--- src/pkg/uvep_pkg.sv ---
// package: constants and carrier types for the eprom programmer/reader
package uvep_pkg;
  localparam int ADDR_W         = 11;
  localparam int DATA_W         = 8;
  localparam int WORDS          = 2048;
  localparam int CLK_MHZ        = 125;
  // times in their own units
  localparam int PULSE_US       = 1000;   // default pulse, within 100..1000 us
  localparam int PULSE_MIN_US   = 100;
  localparam int PULSE_MAX_US   = 1000;
  localparam int GAP_US         = 1;      // least wait after a pulse
  localparam int SETUP_US       = 10;     // setup before a pulse
  localparam int INVALID_US     = 10;     // output invalid after leaving write mode
  localparam int TOTAL_MS       = 100;    // least accumulated pulse time per word
  localparam int READ_NS        = 450;    // read cycle / access time
  localparam int RELEASE_NS     = 1000;   // data hold after pulse end
  // cycle counts: least times round up
  localparam int GAP_CYC        = (GAP_US * CLK_MHZ);
  localparam int SETUP_CYC      = (SETUP_US * CLK_MHZ);
  localparam int INVALID_CYC    = (INVALID_US * CLK_MHZ);
  localparam int READ_CYC       = (READ_NS * CLK_MHZ + 999) / 1000;
  localparam int RELEASE_CYC    = (RELEASE_NS * CLK_MHZ + 999) / 1000;
  localparam int SYNC_CYC       = 4;      // edges from data pin to synchroniser output
  localparam int PULSE_CYC      = PULSE_US * CLK_MHZ;
  localparam int LOOPS_DEF      = (TOTAL_MS * 1000 + PULSE_US - 1) / PULSE_US;
  localparam int CNT_W          = 24;
  localparam int LOOP_W         = 16;
  localparam logic [DATA_W-1:0] ERASED = 8'hFF;
  localparam logic [ADDR_W-1:0] ADDR_ZERO = 11'h000;
  localparam logic [ADDR_W-1:0] ADDR_LAST = 11'h7FF;

  // pins toward the memory
  typedef struct packed {
    logic [ADDR_W-1:0] word_address;
    logic              select_n;           // read select, held low through write mode; the pulse itself is write_pulse
    logic              write_pulse;
    logic              write_mode_enable;
    logic [DATA_W-1:0] data_out;
    logic              data_oe_n;          // low while we drive data_lines
  } uvep_pins_t;

  typedef enum logic [1:0] {UVEP_OK, UVEP_BUSY, UVEP_VERIFY_FAIL} uvep_status_t;
endpackage

--- src/rtl/uvep_sync.sv ---
// three-stage input synchroniser, change taken when stages two and three agree
`timescale 1ns/1ps
`default_nettype none
module uvep_sync #(
  parameter int W = 8
) (
  // clocking
  input  wire logic         clk,
  input  wire logic         srst,
  input  wire logic         ce,
  // data
  input  wire logic [W-1:0] d,
  output logic      [W-1:0] q
);
  logic [W-1:0] s1;
  logic [W-1:0] s2;
  logic [W-1:0] s3;
  logic [W-1:0] next_q;

  always_comb
  begin
    next_q = q;
    for (int i = 0; i < W; i++)
    begin
      // s1 feeds only s2, so a metastable first stage never reaches logic
      if (s2[i] == s3[i])
        next_q[i] = s3[i];
    end
  end

  always_ff @(posedge clk)
  begin
    if (srst)
    begin
      s1 <= '0;
      s2 <= '0;
      s3 <= '0;
      q  <= '0;
    end
    else if (ce)
    begin
      s1 <= d;
      s2 <= s1;
      s3 <= s2;
      q  <= next_q;
    end
  end
endmodule
`default_nettype wire

--- src/rtl/uvep_host.sv ---
// host controller: reads words and runs full programming passes on the eprom
`timescale 1ns/1ps
`default_nettype none
// What this block does
// RQ1 - address bits 0..10 pick one word
// RQ2 - select low: device drives read data
// RQ3 - select high: device data lines float
// RQ4 - write mode: select pin is pulse only; select_n is held low through write mode and the pulse goes on write_pulse
// RQ5 - read data holds until address/select change
// RQ6 - erased reads ones; only ones cleared
// RQ7 - charge builds over many pulses per word
// RQ8 - hold write mode enable whole sequence
// RQ9 - pulse 0.1 to 1.0 ms per word
// RQ10 - wait 1 us, then next address
// RQ11 - start each pass at address zero
// RQ12 - all words, N passes, N*pulse>=100ms
// RQ13 - drop pulse before write mode enable
// RQ14 - release data before changing address; data stays driven as the address steps, released only after the last pass
// RQ15 - ignore outputs 10 us after exit
// RQ16 - 10 us setup before each pulse
module uvep_host
  import uvep_pkg::*;
#(
  parameter int PULSE_CYCLES = uvep_pkg::PULSE_CYC,
  parameter int SETUP_CYCLES = uvep_pkg::SETUP_CYC,
  parameter int INVALID_CYCLES = uvep_pkg::INVALID_CYC,
  parameter int LOOPS        = uvep_pkg::LOOPS_DEF
) (
  // clocking
  input  wire logic                       clk,
  input  wire logic                       srst,
  input  wire logic                       ce,
  // read request
  input  wire logic                       rd_req,
  input  wire logic [uvep_pkg::ADDR_W-1:0] rd_addr,
  output logic                            rd_valid,
  output logic      [uvep_pkg::DATA_W-1:0] rd_data,
  // program request and image source
  input  wire logic                       prog_start,
  output logic                            img_req,
  output logic      [uvep_pkg::ADDR_W-1:0] img_addr,
  input  wire logic [uvep_pkg::DATA_W-1:0] img_data,
  // status
  output logic                            busy,
  output logic                            prog_done,
  // device pins
  output uvep_pkg::uvep_pins_t            pins,
  input  wire logic [uvep_pkg::DATA_W-1:0] data_lines_in
);
  import uvep_pkg::*;

  typedef enum {
    S_IDLE, S_RD_SETUP, S_RD_WAIT, S_PE_SETUP, S_FETCH, S_SETUP, S_PULSE,
    S_GAP, S_RELEASE, S_EXIT_WAIT
  } uvep_state_t;

  uvep_state_t       state;
  uvep_state_t       next_state;
  logic [CNT_W-1:0]  cnt;
  logic [CNT_W-1:0]  next_cnt;
  logic [LOOP_W-1:0] loop;
  logic [LOOP_W-1:0] next_loop;
  uvep_pins_t        next_pins;
  logic              next_rd_valid;
  logic [DATA_W-1:0] next_rd_data;
  logic              next_img_req;
  logic [ADDR_W-1:0] next_img_addr;
  logic              next_busy;
  logic              next_prog_done;
  logic [DATA_W-1:0] data_sync;

  // pins come from another timing world, resynchronise them
  uvep_sync #(.W(DATA_W)) u_sync (
    .clk  (clk),
    .srst (srst),
    .ce   (ce),
    .d    (data_lines_in),
    .q    (data_sync)
  );

  function automatic logic [CNT_W-1:0] to_cnt(input int n);
    to_cnt = CNT_W'(n);
  endfunction

  always_comb
  begin
    next_state     = state;
    next_cnt       = cnt;
    next_loop      = loop;
    next_pins      = pins;
    next_rd_valid  = 1'b0;
    next_rd_data   = rd_data;
    next_img_req   = 1'b0;
    next_img_addr  = img_addr;
    next_busy      = busy;
    next_prog_done = 1'b0;
    if (cnt != '0)
      next_cnt = cnt - 1'b1;
    unique case (state)
      S_IDLE:
      begin
        next_busy = 1'b0;
        if (prog_start)
        begin
          next_busy                   = 1'b1;
          next_pins.write_mode_enable = 1'b1;                   // RQ8
          next_pins.select_n          = 1'b0;                   // RQ4
          next_pins.word_address      = ADDR_ZERO;              // RQ11
          next_loop                   = '0;
          next_cnt                    = to_cnt(SETUP_CYCLES);   // RQ16
          next_state                  = S_PE_SETUP;
        end
        else if (rd_req)
        begin
          next_busy              = 1'b1;
          next_pins.word_address = rd_addr;                     // RQ1
          next_pins.select_n     = 1'b0;                        // RQ2
          // access time plus every synchroniser stage, else a stale byte is taken
          next_cnt               = to_cnt(READ_CYC + SYNC_CYC);
          next_state             = S_RD_SETUP;
        end
      end
      S_RD_SETUP:
        if (cnt == '0)
          next_state = S_RD_WAIT;
      S_RD_WAIT:
      begin
        // data is stable while address and select stay put
        next_rd_data       = data_sync;                         // RQ5
        next_rd_valid      = 1'b1;
        next_pins.select_n = 1'b1;                              // RQ3
        next_state         = S_IDLE;
      end
      S_PE_SETUP:
      begin
        next_img_req  = 1'b1;
        next_img_addr = pins.word_address;
        next_state    = S_FETCH;
      end
      S_FETCH:
      begin
        // image source answers in the same cycle that img_req is high
        next_pins.data_out  = img_data;                         // RQ6
        next_pins.data_oe_n = 1'b0;
        next_cnt            = to_cnt(SETUP_CYCLES);             // RQ16
        next_state          = S_SETUP;
      end
      S_SETUP:
        if (cnt == '0)
        begin
          next_pins.write_pulse = 1'b1;                         // RQ9
          // load one less: the count runs to zero once more, so the width is exact
          next_cnt              = to_cnt(PULSE_CYCLES - 1);
          next_state            = S_PULSE;
        end
      S_PULSE:
        if (cnt == '0)
        begin
          next_pins.write_pulse = 1'b0;                         // RQ13
          next_cnt              = to_cnt(RELEASE_CYC > GAP_CYC ? RELEASE_CYC : GAP_CYC);
          next_state            = S_GAP;                        // RQ10
        end
      S_GAP:
        if (cnt == '0)
        begin
          if (pins.word_address != ADDR_LAST)
          begin
            next_pins.word_address = pins.word_address + 1'b1;  // RQ10
            next_state             = S_PE_SETUP;
          end
          else if (loop != LOOP_W'(LOOPS - 1))
          begin
            // every pass adds charge to the same cells
            next_loop              = loop + 1'b1;               // RQ7
            next_pins.word_address = ADDR_ZERO;                 // RQ11
            next_state             = S_PE_SETUP;                // RQ12
          end
          else
          begin
            next_pins.data_oe_n = 1'b1;                         // RQ14
            next_state          = S_RELEASE;
          end
        end
      S_RELEASE:
      begin
        // pulse is already low, address untouched until data released
        next_pins.write_mode_enable = 1'b0;                     // RQ13
        next_pins.select_n          = 1'b1;
        next_cnt                    = to_cnt(INVALID_CYCLES);   // RQ15
        next_state                  = S_EXIT_WAIT;
      end
      S_EXIT_WAIT:
        if (cnt == '0)
        begin
          next_prog_done = 1'b1;
          next_state     = S_IDLE;
        end
    endcase
  end

  always_ff @(posedge clk)
  begin
    if (srst)
    begin
      state     <= S_IDLE;
      cnt       <= '0;
      loop      <= '0;
      pins      <= '{word_address: ADDR_ZERO, select_n: 1'b1, write_pulse: 1'b0,
                     write_mode_enable: 1'b0, data_out: ERASED, data_oe_n: 1'b1};
      rd_valid  <= 1'b0;
      rd_data   <= '0;
      img_req   <= 1'b0;
      img_addr  <= '0;
      busy      <= 1'b0;
      prog_done <= 1'b0;
    end
    else if (ce)
    begin
      state     <= next_state;
      cnt       <= next_cnt;
      loop      <= next_loop;
      pins      <= next_pins;
      rd_valid  <= next_rd_valid;
      rd_data   <= next_rd_data;
      img_req   <= next_img_req;
      img_addr  <= next_img_addr;
      busy      <= next_busy;
      prog_done <= next_prog_done;
    end
  end
endmodule
`default_nettype wire

--- config.mk ---
export PLATFORM = sky130hd
export DESIGN_NAME = uvep_host
export DESIGN_NICKNAME = d
export VERILOG_FILES = /design/src/pkg/uvep_pkg.sv /design/src/rtl/uvep_sync.sv /design/src/rtl/uvep_host.sv
export SDC_FILE = /design/constraint.sdc
export NUM_CORES = 1
export LEC_CHECK = 0
export BUFFER_PORTS_ARGS = -buffer_cell sky130_fd_sc_hd__buf_4
export CAP_MARGIN = 15
export CORE_MARGIN = 2
export CORE_UTILIZATION = 30
export DETAILED_ROUTE_END_ITERATION = 12
export HOLD_SLACK_MARGIN = 0.02
export PLACE_DENSITY = 0.47
export SLEW_MARGIN = 20
export SYNTH_ARGS = -nofsm -noshare
export SYNTH_HDL_FRONTEND = slang
export SYNTH_SLANG_ARGS = --single-unit
--- constraint.sdc ---
create_clock -name clk -period 2.3 [get_ports clk]
set_input_delay 0.46 -clock clk [delete_from_list [all_inputs] [get_ports clk]]
set_output_delay 0.46 -clock clk [all_outputs]
set_load 0.05 [all_outputs]
==> impl_metrics.toml <==
[critical_path]
crit_type = "reg2reg"
cp.arrival_ns = 2.59
worstPathCellList = "inv_2, ha_4, nor4b_4, nand4_2, or4_4, a211oi_4, buf_6, a31o_2, a21oi_2"
cp.required_ns = 2.60
r2r_end = "loop[11]$_SDFFE_PP0P_"
cp_slowest_cell = "or4_4"
start_kind = "flop"
cp_max_fo = 7
ff2ff_path_depth = 9
rr_startpoint = "cnt[0]$_SDFFE_PP0P_"
critPathMaxStageDelay_ns = 0.58
timing.reg2reg.setup_slack_ns = 0.02
end_kind = "flop"

[synth]
syn_inst = 713
ys.flop_type = "dfxtp_1"
synthArstFlopShare = 0
post_synth_num_cell_types = 67
synth.avg_cell_area_um2 = 8.323
syn_nets = 750
synth_area_leader_cell = "dfxtp_1"
mappedNetlistArea_mm2 = 0.005934
yosysWarningCount = 0
synth_edf_count = 0
synth_area_leaders = "dfxtp_1 41%, mux2i_1 5.7%, nor2_1 5.7%, nand2_1 5.5%, a21oi_1 4.2%"
synth_top_area_share = 0.4116
synth-seq-cells = 122
synth.most_common_cell = "dfxtp_1"
ys_top_cells_by_count = "122 x dfxtp_1, 90 x nor2_1, 87 x nand2_1"
yosysSeqAreaShare = 0.4116

[min_path]
hp-start = "img_data[0]"
hold_class = "in2reg"
whs_endpoint = "pins[1]$_SDFFE_PP1P_"
hold-path-cell-count = 3

[final_layout]
insertedDiodeCount = 0
n_fill_cell = 1927
multiInputGateArea_mm2 = 0.003432
final_area_mm2 = 0.008174
area_delta_synth_final_pct = 37.74
layout-drive-gt1-share = 0.2793
register_area_mm2 = 0.002447
fin_nets = 894

[route]
detail_route.wl_per_cell_um = 15.69
top_layer = "met4"
routed_wl_mm = 17.81
ant_nets = 0
vias = 5819
wl_met3_mm = 1.003
post-route-drc-count = 0
drt_iter0_drc = 417
viasPerCell = 5.127
route.met2.wl_mm = 8.261
wl_met1_mm = 8.247
dr.pass1.iters = 5

[clock_tree]
cts-root-buf = "clkbuf_16"
cts_buffers = 17
clockBufferDepth = 2
clock_latency_ns = 0.42
holdBufCountCts = 0
clk_pin_slew_ns = 0.06
htreeDepth = 4
cts_tree = "done"
clock-sinks = 122

[timing]
rsz0062_at_grt = "yes"
setup_viol = 0
min_period_over_period = 0.9928
worstMarginPinSlew_ns = 0.7872
fin_tns_setup_ns = 0
fin_skew_ns = 0.01300
hold_violations = 0
period_minus_slack_ns = 2.283
fmax_mhz = 437.9
slew_headroom = 0.4712
slew_violations = 0
hold_ws_ns = 0.2588

[pwr]
leakage_nw = 3.378
p_per_area_mw_per_mm2 = 968.4
vdd_drop_max_mv = 0.5793

[placed_design]
placed_cell_area_mm2 = 0.007312
gp_congestion = 0.8119
hpwl_mm = 12.32
portBuffers = 77

[grt]
grt_pass1_wl_mm = 28.99
grt_max_degree = 55
antenna_found_initial = 0
grt_usage = 0.1758
grt_pass1_vias = 5666
grt-ovfl-total = 0

[flow_run]
max_cap_viol_count = 0

[floorplan]
coreArea_mm2 = 0.01946
dieWidth_um = 144.6
die_area_mm2 = 0.02092
die_h_um = 144.6
rows = 51
initial_core_util = 0.3049
ioPinCount = 78

[run_status]
outcome = "finished clean"
repair_timing:
item,CTS,global route
gates cloned,0,1
setup buffers,7,2
gates resized for setup,21,20
pin swaps,17,17
endpoints found under the setup margin,12,48
logic make-up after synthesis:
family	Yosys count	synth area share
and+or+nand+nor	300	0.2471
adders and majority gates	5	0.01054
buffers and inverters	60	0.03985
muxes	34	0.05735
DFF	122	0.4116
AOI/OAI and AO/OA	166	0.1952
xor gates and xnor gates	26	0.03837
power by group:
group / leakage, nW / internal, mW / switching (mW)
sequential: 0.992 / 2.30 / 0.155
clock: 0.284 / 1.66 / 1.02
combinational: 2.10 / 1.22 / 1.57
total: 3.38 / 5.17 / 2.74
how the worst max path moves through the flow:
stage	from	to	slack, ns	cells after the start
after floorplan	state[0]$_SDFFE_PP0P_	loop[10]$_SDFFE_PP0P_	0.05	7
after global placement	cnt[0]$_SDFFE_PP0P_	loop[13]$_SDFFE_PP0P_	-0.04	8
after detailed placement	cnt[0]$_SDFFE_PP0P_	loop[11]$_SDFFE_PP0P_	-0.12	8
after CTS	cnt[1]$_SDFFE_PP0P_	loop[11]$_SDFFE_PP0P_	-0.01	9
after global routing	cnt[0]$_SDFFE_PP0P_	loop[11]$_SDFFE_PP0P_	-0.08	9
final	cnt[0]$_SDFFE_PP0P_	loop[11]$_SDFFE_PP0P_	0.02	9
cell type report:
cell class / count / area share
multi-input cells: 531 / 0.4199
flip-flops and latches: 122 / 0.2994
repair buffers: 168 / 0.1598
clock buffers: 20 / 0.05587
well taps: 265 / 0.04056
clock inverters: 12 / 0.01668
inverters: 17 / 0.007807
registers in the layout, summed over array words and instances, names as in the netlist:
name	count
cnt	24
pins	23
loop	16
img_addr	11
rd_data	8
u_sync.q	8
u_sync.s1	8
u_sync.s2	8
u_sync.s3	8
state	4
busy	1
img_req	1
prog_done	1
rd_valid	1
through the flow:
stage	power [mW]	utilization	cells	setup WS, ns
final	7.916	0.4200	1135	0.01658
after global routing	8.349	0.4200	1135	-0.07770
after CTS	7.871	0.4138	1132	-0.01476
after detailed placement	5.071	0.3757	1093	-0.1172
after global placement	5.052	0.3757	1093	-0.03950
after floorplan	4.044	-	713	0.04746
cells in the final DEF (no fill, tap or decap), drive strengths merged, types with 12 or more instances in the layout:
cell type / n
nand2: 87
a21oi: 50
a21o: 12
nor3: 19
nand3b: 13
o21ai: 26
nand3: 29
buf: 168
clkbuf: 20
xnor2: 15
nand4: 13
mux2i: 34
inv: 20
dfxtp: 122
nor2: 90
critical path, delay by kind of cell (launching register included):
kind,cells,cell delay [ns]
AO/OA/AOI/OAI,3,0.49
adder cells (fa/ha/maj),1,0.13
buffers and inverters,2,0.23
flip-flops,1,0.32
AND/OR/NAND/NOR,3,1.00
layer usage:
| layer | track usage | up-vias |
|---|---|---|
| li1 | - | 2861 |
| met5 | 0 | - |
| met4 | 0.05774 | 0 |
| met1 | 0.2289 | 2788 |
| met3 | 0.04205 | 25 |
| met2 | 0.2866 | 145 |
(Power assumes the default switching activity.)
